===== src/design/uart_dp_params.svh =====
`ifndef UART_DP_PARAMS_SVH
`define UART_DP_PARAMS_SVH
// register byte offsets
`define OFS_RX_LOW   12'h000
`define OFS_RX_HIGH  12'h004
`define OFS_TX_LOW   12'h008
`define OFS_TX_HIGH  12'h00c
`define OFS_STATUS   12'h010
`define OFS_CTRL_A   12'h014
`define OFS_CTRL_B   12'h018
`define OFS_CTRL_C   12'h01c
`define OFS_BAUD     12'h020
// high byte, status and control field positions
`define POS_DATA8    0
`define POS_PARITY_FAULT_FLAG     1
`define POS_OVF      2
`define POS_FRAMING_FAULT_FLAG     3
`define POS_RXDONE   7
`define POS_TXDONE   1
`define POS_TXEMPTY  2
`define POS_RXEN     0
`define POS_TXEN     1
`define POS_STOP2    3
// sampling select codes
`define SEL_NORMAL   2'h0
`define SEL_DOUBLE   2'h1
`define SEL_LIN      2'h2
// reset values
`define RST_BAUD     16'h0000
`define RST_CSIZE    3'h3
// samples per bit and first voting sample
`define SPB_NORMAL   5'h10
`define SPB_DOUBLE   5'h08
`define VOTE_NORMAL  5'h08
`define VOTE_DOUBLE  5'h04
`endif


===== src/design/uart_dp_pkg.sv =====
`default_nettype none
package uart_dp_pkg;
  typedef enum logic [1:0] {RX_IDLE, RX_START, RX_DATA, RX_HOLD} rx_state_t;
  typedef enum logic [0:0] {TX_IDLE, TX_SHIFT} tx_state_t;
  // one receive fifo entry: flags travel with their frame
  typedef struct packed {
    logic       framing_fault_flag;
    logic       ovf;
    logic       parity_fault_flag;
    logic [8:0] data;
  } rx_entry_t;
  // apb request as seen by the slave
  typedef struct packed {
    logic        sel;
    logic        enable;
    logic        write;
    logic [11:0] addr;
    logic [31:0] wdata;
  } apb_req_t;
endpackage
`default_nettype wire


===== src/design/uart_datapath.sv =====
// Contract
// - load holding buffer into shifter when idle or right after last stop bit
// - set tx done when frame sent and holding buffer empty
// - characters under eight bits ignore upper written bits
// - tx disable waits until shifter and holding buffer are empty
// - disabled transmitter releases the pin to input
// - receiver shifts bits through the first stop bit, ignores a second
// - completed frame goes to receive buffer and sets rx done
// - unused upper receive bits read as zero
// - low byte read advances fifo; read high byte first
// - framing, overrun, parity flags stored per frame, shown in high byte
// - parity check compares computed and received parity bit
// - lin mode checks protected identifier parity equations
// - rx disable is immediate, flushes buffer and current reception
// - oversample sixteen times, or eight in double rate
// - start bit majority vote on samples 8-10 or 4-6
// - each bit decided by majority of three centre samples
// - low first stop bit sets framing fault
// - next start edge accepted after stop vote; later in double rate
// - double rate selected in second control register halves samples
// - frame: low start, 5-9 data, optional parity, 1-2 high stop
// - even parity bit is one for odd ones count; odd inverted
`default_nettype none
`include "uart_dp_params.svh"
module uart_datapath #(
  parameter int RX_DEPTH = 2
) (
  input  wire logic        clk,
  input  wire logic        resetn,
  input  wire logic        psel,
  input  wire logic        penable,
  input  wire logic        pwrite,
  input  wire logic [11:0] paddr,
  input  wire logic [31:0] pwdata,
  output logic      [31:0] prdata,
  output logic             pready,
  output logic             pslverr,
  input  wire logic        rxd_in,
  output logic             txd_out,
  output logic             txd_oe
);
  localparam int PW = (RX_DEPTH > 1) ? $clog2(RX_DEPTH) : 1;
  // refuse depths the fifo pointers cannot serve
  if (RX_DEPTH < 1 || RX_DEPTH > 16) begin : g_depth_check
    $error("RX_DEPTH out of range");
  end

  typedef struct packed {
    logic                      rdy;
    logic [31:0]               rdata;
    logic                      err;
    logic [1:0]                rxs;
    logic                      line_prev;
    logic                      rx_en;
    logic                      tx_en;
    logic [1:0]                sel;
    logic [2:0]                csize;
    logic [1:0]                pmode;
    logic                      stop2;
    logic [15:0]               baud;
    logic [15:0]               div;
    uart_dp_pkg::rx_state_t    rst;
    logic [4:0]                rsc;
    logic [3:0]                ridx;
    logic [2:0]                votes;
    logic [8:0]                rsr;
    logic                      rpar;
    uart_dp_pkg::rx_entry_t [RX_DEPTH-1:0] fifo;
    logic [PW:0]               cnt;
    logic [PW-1:0]             head;
    uart_dp_pkg::tx_state_t    tst;
    logic [4:0]                tsc;
    logic [3:0]                tidx;
    logic [3:0]                tlen;
    logic [12:0]               tframe;
    logic                      hold_valid;
    logic [8:0]                hold;
    logic                      hi9;
    logic                      tx_done;
  } state_t;

  state_t st;
  state_t next_st;
  logic [1:0] rst_sync;
  logic       rst_n;

  // reset released through two flops
  always_ff @(posedge clk or negedge resetn) begin
    if (!resetn) rst_sync <= 2'h0;
    else rst_sync <= {rst_sync[0], 1'b1};
  end
  assign rst_n = rst_sync[1];

  uart_dp_pkg::apb_req_t req;
  logic        tick;
  logic        dbl;
  logic [4:0]  spb;
  logic [4:0]  vlo;
  logic [4:0]  rnsc;
  logic [3:0]  dbits;
  logic        par_on;
  logic        rline;
  logic [2:0]  nvotes;
  logic        maj;
  logic        vote_end;
  logic        done_xfer;
  logic        pop;
  logic        push;
  logic        tx_end;
  logic        tx_load;
  logic [PW-1:0] tail;
  uart_dp_pkg::rx_entry_t head_e;
  uart_dp_pkg::rx_entry_t new_e;
  logic [8:0]  dmask;
  logic [8:0]  ld;
  logic [12:0] fr;

  assign req = '{psel, penable, pwrite, paddr, pwdata};
  assign dbl = (st.sel == `SEL_DOUBLE);
  assign spb = dbl ? `SPB_DOUBLE : `SPB_NORMAL;
  assign vlo = dbl ? `VOTE_DOUBLE : `VOTE_NORMAL;
  assign dbits = (st.csize > 3'h4) ? 4'h8 : 4'(st.csize) + 4'h5;
  assign par_on = st.pmode[1];
  assign rline = st.rxs[1];
  assign tick = (st.div == 16'h0000);
  assign rnsc = (st.rsc == spb) ? 5'h01 : st.rsc + 5'h01;
  assign nvotes = {st.votes[1:0], rline};
  // two of three samples decide the level
  assign maj = (nvotes[0] & nvotes[1]) | (nvotes[0] & nvotes[2]) |
               (nvotes[1] & nvotes[2]);
  assign vote_end = tick && (rnsc == vlo + 5'h02);
  assign done_xfer = req.sel && req.enable && st.rdy;
  assign head_e = st.fifo[st.head];
  assign pop = done_xfer && !req.write && req.addr == `OFS_RX_LOW &&
               st.cnt != '0;
  assign tail = PW'((32'(st.head) + 32'(st.cnt)) % RX_DEPTH);
  assign push = st.rx_en && st.rst == uart_dp_pkg::RX_DATA && vote_end &&
                st.ridx == dbits + 4'(par_on);
  assign tx_end = st.tst == uart_dp_pkg::TX_SHIFT && tick &&
                  st.tsc == spb - 5'h01 && st.tidx == st.tlen - 4'h1;
  assign tx_load = st.hold_valid &&
                   (st.tst == uart_dp_pkg::TX_IDLE || tx_end);
  assign dmask = 9'(10'h3ff >> (4'ha - dbits)); // dbits low ones

  // received frame with its parity and framing result
  always_comb begin
    new_e = '0;
    new_e.data = st.rsr & dmask;
    new_e.framing_fault_flag = !maj;
    if (par_on)
      new_e.parity_fault_flag = (^new_e.data) ^ st.rpar ^ st.pmode[0];
    else if (st.sel == `SEL_LIN && dbits == 4'h8)
      new_e.parity_fault_flag =
        (st.rsr[6] != (st.rsr[0] ^ st.rsr[1] ^ st.rsr[2] ^ st.rsr[4])) ||
        (st.rsr[7] != !(st.rsr[1] ^ st.rsr[3] ^ st.rsr[4] ^ st.rsr[5]));
  end

  // transmit frame: start, data, parity, stop bits all high above
  always_comb begin
    ld = st.hold & dmask;
    fr = 13'h1fff;
    fr[0] = 1'b0;
    for (int i = 0; i < 9; i++) begin
      if (4'(i) < dbits) fr[i+1] = ld[i];
    end
    if (par_on) fr[dbits+4'h1] = (^ld) ^ st.pmode[0];
  end

  always_comb begin
    next_st = st;
    next_st.rxs = {st.rxs[0], rxd_in};
    next_st.div = tick ? st.baud : st.div - 16'h0001;
    // apb: one wait cycle, data latched, effects at completion
    next_st.rdy = req.sel && req.enable && !st.rdy;
    if (req.sel && req.enable && !st.rdy) begin
      next_st.err = 1'b0;
      next_st.rdata = '0;
      if (req.addr == `OFS_RX_LOW) begin
        next_st.rdata[7:0] = head_e.data[7:0];
      end else if (req.addr == `OFS_RX_HIGH) begin
        next_st.rdata[`POS_DATA8] = head_e.data[8];
        next_st.rdata[`POS_PARITY_FAULT_FLAG] = head_e.parity_fault_flag;
        next_st.rdata[`POS_OVF] = head_e.ovf;
        next_st.rdata[`POS_FRAMING_FAULT_FLAG] = head_e.framing_fault_flag;
        next_st.rdata[`POS_RXDONE] = st.cnt != '0;
      end else if (req.addr == `OFS_TX_HIGH) begin
        next_st.rdata[0] = st.hi9;
      end else if (req.addr == `OFS_STATUS) begin
        next_st.rdata[`POS_RXDONE] = st.cnt != '0;
        next_st.rdata[`POS_TXDONE] = st.tx_done;
        next_st.rdata[`POS_TXEMPTY] = !st.hold_valid;
      end else if (req.addr == `OFS_CTRL_A) begin
        next_st.rdata[`POS_RXEN] = st.rx_en;
        next_st.rdata[`POS_TXEN] = st.tx_en;
      end else if (req.addr == `OFS_CTRL_B) begin
        next_st.rdata[1:0] = st.sel;
      end else if (req.addr == `OFS_CTRL_C) begin
        next_st.rdata[`POS_STOP2] = st.stop2;
        next_st.rdata[2:0] = st.csize;
        next_st.rdata[5:4] = st.pmode;
      end else if (req.addr == `OFS_BAUD) begin
        next_st.rdata[15:0] = st.baud;
      end else if (req.addr != `OFS_TX_LOW) begin
        next_st.err = 1'b1;
      end
    end
    if (done_xfer && req.write && !st.err) begin
      if (req.addr == `OFS_CTRL_A) begin
        next_st.rx_en = req.wdata[`POS_RXEN];
        next_st.tx_en = req.wdata[`POS_TXEN];
      end else if (req.addr == `OFS_CTRL_B) begin
        next_st.sel = req.wdata[1:0];
      end else if (req.addr == `OFS_CTRL_C) begin
        next_st.csize = req.wdata[2:0];
        next_st.pmode = req.wdata[5:4];
        next_st.stop2 = req.wdata[`POS_STOP2];
      end else if (req.addr == `OFS_BAUD) begin
        next_st.baud = req.wdata[15:0];
      end else if (req.addr == `OFS_TX_HIGH) begin
        next_st.hi9 = req.wdata[0];
      end else if (req.addr == `OFS_STATUS &&
                   req.wdata[`POS_TXDONE]) begin
        next_st.tx_done = 1'b0;
      end else if (req.addr == `OFS_TX_LOW && st.tx_en &&
                   !st.hold_valid) begin
        // low byte completes the value
        next_st.hold = {st.hi9, req.wdata[7:0]};
        next_st.hold_valid = 1'b1;
      end
    end
    // transmitter
    if (st.tst == uart_dp_pkg::TX_SHIFT && tick) begin
      next_st.tsc = st.tsc + 5'h01;
      if (st.tsc == spb - 5'h01) begin
        next_st.tsc = 5'h00;
        next_st.tidx = st.tidx + 4'h1;
      end
    end
    if (tx_end) begin
      next_st.tst = uart_dp_pkg::TX_IDLE;
      if (!st.hold_valid) next_st.tx_done = 1'b1;
    end
    if (tx_load) begin
      next_st.tst = uart_dp_pkg::TX_SHIFT;
      next_st.tframe = fr;
      next_st.tlen = 4'h2 + dbits + 4'(par_on) + 4'(st.stop2);
      next_st.tidx = 4'h0;
      next_st.tsc = 5'h00;
      next_st.hold_valid = 1'b0;
    end
    // receiver
    if (tick) begin
      case (st.rst)
        uart_dp_pkg::RX_IDLE: begin
          next_st.line_prev = rline;
          if (st.line_prev && !rline) begin
            next_st.rst = uart_dp_pkg::RX_START;
            next_st.rsc = 5'h01;
            next_st.rsr = '0;
          end
        end
        uart_dp_pkg::RX_START: begin
          next_st.rsc = rnsc;
          if (rnsc >= vlo) next_st.votes = nvotes;
          if (vote_end) begin
            next_st.ridx = 4'h0;
            next_st.line_prev = 1'b1;
            next_st.rst = maj ? uart_dp_pkg::RX_IDLE
                              : uart_dp_pkg::RX_DATA;
          end
        end
        uart_dp_pkg::RX_DATA: begin
          next_st.rsc = rnsc;
          if (rnsc >= vlo) next_st.votes = nvotes;
          if (vote_end) begin
            next_st.ridx = st.ridx + 4'h1;
            if (st.ridx < dbits) next_st.rsr[st.ridx] = maj;
            else if (st.ridx == dbits && par_on) next_st.rpar = maj;
            else begin
              // second stop bit never sampled
              next_st.line_prev = maj;
              next_st.rst = dbl ? uart_dp_pkg::RX_HOLD
                                : uart_dp_pkg::RX_IDLE;
            end
          end
        end
        default: begin
          next_st.rsc = rnsc;
          if (rnsc == spb) next_st.rst = uart_dp_pkg::RX_IDLE;
        end
      endcase
    end
    if (pop) begin
      next_st.head = PW'((32'(st.head) + 1) % RX_DEPTH);
      next_st.cnt = st.cnt - (PW+1)'(1);
    end
    if (push) begin
      if (st.cnt == (PW+1)'(RX_DEPTH) && !pop) begin
        next_st.fifo[PW'((32'(tail) + RX_DEPTH - 1) % RX_DEPTH)].ovf =
          1'b1;
      end else begin
        next_st.fifo[tail] = new_e;
        next_st.cnt = next_st.cnt + (PW+1)'(1);
      end
    end
    if (!st.rx_en) begin
      next_st.cnt = '0;
      next_st.rst = uart_dp_pkg::RX_IDLE;
      next_st.line_prev = 1'b0;
    end
  end

  // all state registered together
  always_ff @(posedge clk or negedge rst_n) begin
    if (!rst_n) begin
      st <= '0;
      st.csize <= `RST_CSIZE;
      st.baud <= `RST_BAUD;
      st.rxs <= 2'h3;
    end else begin
      st <= next_st;
    end
  end

  assign prdata = st.rdata;
  assign pready = st.rdy;
  assign pslverr = st.rdy & st.err;
  assign txd_out = (st.tst == uart_dp_pkg::TX_IDLE) | st.tframe[st.tidx];
  assign txd_oe = st.tx_en | st.hold_valid |
                  (st.tst == uart_dp_pkg::TX_SHIFT);

  a_tx_load_idle: assert property (
    @(posedge clk) disable iff (!rst_n)
    st.hold_valid && st.tst == uart_dp_pkg::TX_IDLE
    |=> st.tst == uart_dp_pkg::TX_SHIFT && !st.hold_valid)
    else $error("holding value not loaded");
  a_tx_done_set: assert property (
    @(posedge clk) disable iff (!rst_n)
    tx_end && !st.hold_valid |=> st.tx_done)
    else $error("tx done not set");
  a_tx_busy_drive: assert property (
    @(posedge clk) disable iff (!rst_n)
    st.tst == uart_dp_pkg::TX_SHIFT && !tx_end
    |=> st.tst == uart_dp_pkg::TX_SHIFT && txd_oe)
    else $error("frame cut short");
  a_pin_release: assert property (
    @(posedge clk) disable iff (!rst_n)
    !st.tx_en && !st.hold_valid && st.tst == uart_dp_pkg::TX_IDLE
    |-> !txd_oe)
    else $error("pin still driven");
  a_start_bit_low: assert property (
    @(posedge clk) disable iff (!rst_n)
    st.tst == uart_dp_pkg::TX_SHIFT && st.tidx == 4'h0 |-> !txd_out)
    else $error("start bit not low");
  a_stop_bit_high: assert property (
    @(posedge clk) disable iff (!rst_n)
    st.tst == uart_dp_pkg::TX_SHIFT && st.tidx == st.tlen - 4'h1
    |-> txd_out)
    else $error("stop bit not high");
  a_rx_flush_now: assert property (
    @(posedge clk) disable iff (!rst_n)
    !st.rx_en |=> st.cnt == '0 && st.rst == uart_dp_pkg::RX_IDLE)
    else $error("receiver not flushed");
  a_start_reject: assert property (
    @(posedge clk) disable iff (!rst_n)
    st.rx_en && st.rst == uart_dp_pkg::RX_START && vote_end && maj
    |=> st.rst == uart_dp_pkg::RX_IDLE)
    else $error("noise start accepted");
  a_rx_push_done: assert property (
    @(posedge clk) disable iff (!rst_n)
    push && !pop |=> st.cnt != '0)
    else $error("frame not buffered");
  a_framing_fault_flag_stored: assert property (
    @(posedge clk) disable iff (!rst_n)
    push && st.cnt == '0 && !maj |=> head_e.framing_fault_flag)
    else $error("framing fault lost");
endmodule
`default_nettype wire


===== config.mk =====
export PLATFORM = sky130hd
export DESIGN_NAME = uart_datapath
export DESIGN_NICKNAME = d
export VERILOG_FILES = /design/src/design/uart_dp_pkg.sv /design/src/design/uart_datapath.sv
export VERILOG_INCLUDE_DIRS = /design/src /design/src/design
export SDC_FILE = /design/constraint.sdc
export NUM_CORES = 1
export LEC_CHECK = 0
export ABC_AREA = 1
export BUFFER_PORTS_ARGS = -buffer_cell sky130_fd_sc_hd__buf_2
export CAP_MARGIN = 0
export CORE_UTILIZATION = 30
export DETAILED_ROUTE_END_ITERATION = 7
export GPL_TIMING_DRIVEN = 0
export PLACE_DENSITY_LB_ADDON = 0.3
export SYNTH_ARGS = -nofsm -noshare
export SYNTH_HDL_FRONTEND = slang
export SYNTH_SLANG_ARGS = --single-unit

===== constraint.sdc =====
create_clock -name clk -period 5.35 [get_ports clk]
set_clock_uncertainty 0.05 [all_clocks]
set_input_delay 0.8025 -clock clk [delete_from_list [all_inputs] [get_ports clk]]
set_output_delay 0.8025 -clock clk [all_outputs]
set_load 0.02 [all_outputs]

==> out/qor.json <==
{
  "status": {
    "status": "complete, no violations"
  },
  "worst_setup_path": {
    "critical_path.reg2reg.endpoint": "st[16]",
    "path_common_cell": "nand2_1",
    "endpoint_kind": "flip-flop",
    "critical_path.startpoint_type": "flip-flop",
    "rrSetupSlack_ns": 1.28,
    "crit_path_cell_trace": "inv_1 > ha_1 > inv_1 > nand2_1 > nand2_1 > inv_1 > ha_1 > ha_1 > inv_1 > nand2_1 > nand3_1 > nor2_1 > inv_1 > nand2_1 > nand2_1 > nand2_1 > nand3b_1 > nand2_1 > nand2_1 > nand2_1 > buf_4 > nand2_1 > nand2_1 > nand2_1",
    "crit_slowest_cell": "dfstp_2",
    "cpPeakStageDelay_ns": 0.59,
    "arrival_ns": 4.34,
    "path_class": "reg2reg",
    "crit-reg2reg-launch": "st[125]",
    "worstPathRequired_ns": 5.63,
    "critical_path.max_fanout": 10,
    "worst_r2r_path_depth": 24
  },
  "clock_tree": {
    "post_cts_hold_buffer_count": 0,
    "clk-insertion-delay-late_ns": 0.44,
    "cts_max_path_buffers": 2,
    "postCtsSetupBuffers": 0,
    "tritoncts": "yes",
    "ctsHtreeMaxLevel": 4,
    "post_cts_resize_count": 0,
    "clockRootBuffer": "clkbuf_16",
    "worst_setup_hold_path_clk_slew_ns": 0.07,
    "cts_num_sinks": 154,
    "cts_inserted_buffers": 17
  },
  "global_route": {
    "number_of_global_route_vias_before_repair": 7743,
    "groute.layer.met1.usage_pct": 23.5,
    "grt_util_met2_pct": 26.6,
    "grt_use_met3_pct": 2.30,
    "grt_overflow_total": 0,
    "grt_first_pass_wirelength_um": 41100,
    "global_route.peak_usage_layer": "met2",
    "grt_start_max_net_pins": 66,
    "number_of_antenna_violations_at_the_first_check_in_global_routing": 0,
    "grt_use_total_pct": 16.8
  },
  "finish": {
    "antenna_cells": 0,
    "mostFrequentLayoutCell": "nand2_1",
    "layout-area-overhead-vs-synth_pct": 15.7,
    "layout_common_cells": "nand2_1 (308), inv_1 (166), dfrtp_1 (149)",
    "finish.cell_count_without_fillers": 1739,
    "layout.cell_area.non_filler_mm2": 0.0108,
    "filler_cell_count": 3251,
    "final_util_pct": 35.4,
    "post_route_cells_drive_above_1_share_pct": 11.5,
    "final_nets": 1419
  },
  "placement": {
    "gp_congestion": 0.915,
    "pre_cts_slack_ns": 1.32,
    "placed_area_mm2": 0.0102,
    "dp.cells": 1707,
    "place_hpwl_um": 19500,
    "count_of_buffers_from_port_buffering": 53
  },
  "pwr": {
    "max-vdd-ir-drop_mv": 0.215,
    "leak_nw": 5.24,
    "power_density_mw_per_mm2": 232
  },
  "floorplan": {
    "die_width_um": 179,
    "die_h_um": 179,
    "design.portCount": 86,
    "dieArea_mm2": 0.0319,
    "initial_core_util_pct": 30.6,
    "standard_cell_row_count": 64,
    "core_area_mm2": 0.0306
  },
  "routing": {
    "vias": 8179,
    "ant_nets": 0,
    "remaining_drc_errors": 0,
    "avgViaCountPerCell": 4.70,
    "detailedRoute.firstPassIterationCount": 5,
    "routed_wire_length_per_instance_um": 14.6,
    "drt-total-wl_um": 25400,
    "first_drt_iteration_drcs": 619
  },
  "hold_path": {
    "hold_class": "in2async"
  },
  "logic_synthesis": {
    "synth_cells": 1241,
    "mappedNetlistArea_mm2": 0.00935,
    "ys_types": 55,
    "synth_edf_count": 0,
    "synth.yosys.seq_area_share_pct": 41.3,
    "postSynth.asyncResetShare_pct": 100,
    "synth-seq-cells": 154,
    "ys.flop_type": "dfrtp_1",
    "synth.yosys.warnings": 0,
    "postSynthAreaPerCell_um2": 7.53
  },
  "sta": {
    "worst_slew_margin_rel_pct": 20.1,
    "achievable_frequency_mhz": 246,
    "transition_time_at_the_pin_with_the_least_slew_margin_ns": 1.19,
    "setup_repair_after_global_routing_missed_its_margin": "false",
    "finalSetupViolCount": 0,
    "worst_slack_ns": 1.28,
    "finalHoldViolCount": 0,
    "final_cycle_utilization_of_the_critical_path_pct": 76.0,
    "fin_crit_ns": 4.07,
    "maxSlewViolCount": 0
  },
  "job": {
    "cap_viol_max_count": 0
  }
}
==> power breakdown <==
part	switching [W]	internal, W
combinational	0.0000678	0.0000386
clock	0.000589	0.000630
sequential	0.0000101	0.00117
==> cells by family after synthesis <==
kind of cell | synth area share, %
multiplexers | 0.442
buffers and inverters | 10.4
AO/OA/AOI/OAI | 12.7
XOR/XNOR | 4.12
AND/OR/NAND/NOR | 25.7
flip-flops | 41.3
adder cells (fa/ha/maj) | 5.30
other | 0.0803
==> area by class of cell <==
cell class	count	area, um^2	area share [%]
multi-input combinational	878	4580	42.3
sequential	154	3860	35.7
inverter	169	634	5.86
tap	396	495	4.58
clock buffer	17	425	3.93
buffer	55	338	3.12
timing repair buffer	55	320	2.96
clock inverter	15	168	1.55
==> flip-flops by register name, summed over array words and instances (netlist names) <==
| signal | flops |
|---|---|
| pready | 1 |
| st | 130 |
| nvotes | 3 |
| next_st | 1 |
| par_on | 1 |
| rst_sync | 2 |
| prdata | 16 |
==> worst max path at each step <==
| stage | start | endpoint | slack, ns | depth (start not counted) |
|---|---|---|---|---|
| after floorplan | rst_sync[1] | nvotes[1] | 0.70 | 0 |
| after global placement | rst_sync[1] | st[18] | -1.41 | 0 |
| after detailed placement | st[125] | st[16] | 1.32 | 24 |
| after CTS | st[125] | st[16] | 1.29 | 24 |
| after global routing | st[125] | st[21] | 0.93 | 24 |
| final | st[125] | st[16] | 1.28 | 24 |
==> critical path, delay by kind of cell, from the launching register on <==
kind                       cells  cell delay [ns]
buffers and inverters          6             0.81
adders and majority gates      3             0.94
and+or+nand+nor               15             1.57
DFF                            1             0.59
==> layer usage <==
metal	vias up	part of all wire, %
li1	4141	-
met1	3824	49
met2	186	45
met3	28	4.2
met4	0	1.5
met5	-	0
==> through the flow <==
stage	hold slack (ns)	setup TNS (ns)	total power, W
final	0.0876	0	0.00251
after global routing	0.0844	0	0.00259
after CTS	0.0721	0	0.00254
after detailed placement	0.240	0	0.00131
after global placement	0.285	-206.75	0.00131
after floorplan	0.281	0	0.00127
==> cells in the mapped netlist (2+ instances only) <==
cell       number  area share, %
nor2_1        129            5.2
o311ai_0        2           0.19
or2_2           8           0.54
nand3_1        56            3.0
inv_2           2          0.080
o21ai_0       124            6.6
o221ai_1        2           0.19
nand3b_1        4           0.32
o32ai_1         2           0.19
o41ai_1         2           0.19
a22oi_1         3           0.24
a21oi_1        36            1.9
mux2i_1         3           0.32
nand2_1       308             12
nand2_2         2           0.13
nor3b_1         2           0.16
nor3_1         19            1.0
xor2_1         24            2.2
buf_4          34            2.7
o22ai_1         3           0.20
ha_1           38            5.1
dfrtp_1       150             40
dfstp_2         4            1.1
nor3_2          2           0.21
inv_1         166            6.7
clkbuf_1       18           0.72
buf_2           3           0.16
o21a_1          3           0.24
xnor2_1        20            1.9
nand4_1        19            1.3
o211ai_1       10           0.80
conb_1          2          0.080
a31oi_1        13           0.87
o2111ai_1       2           0.19
nand3_2         2           0.21
nor4_1          5           0.33
Power figures use the tool's default switching activity.
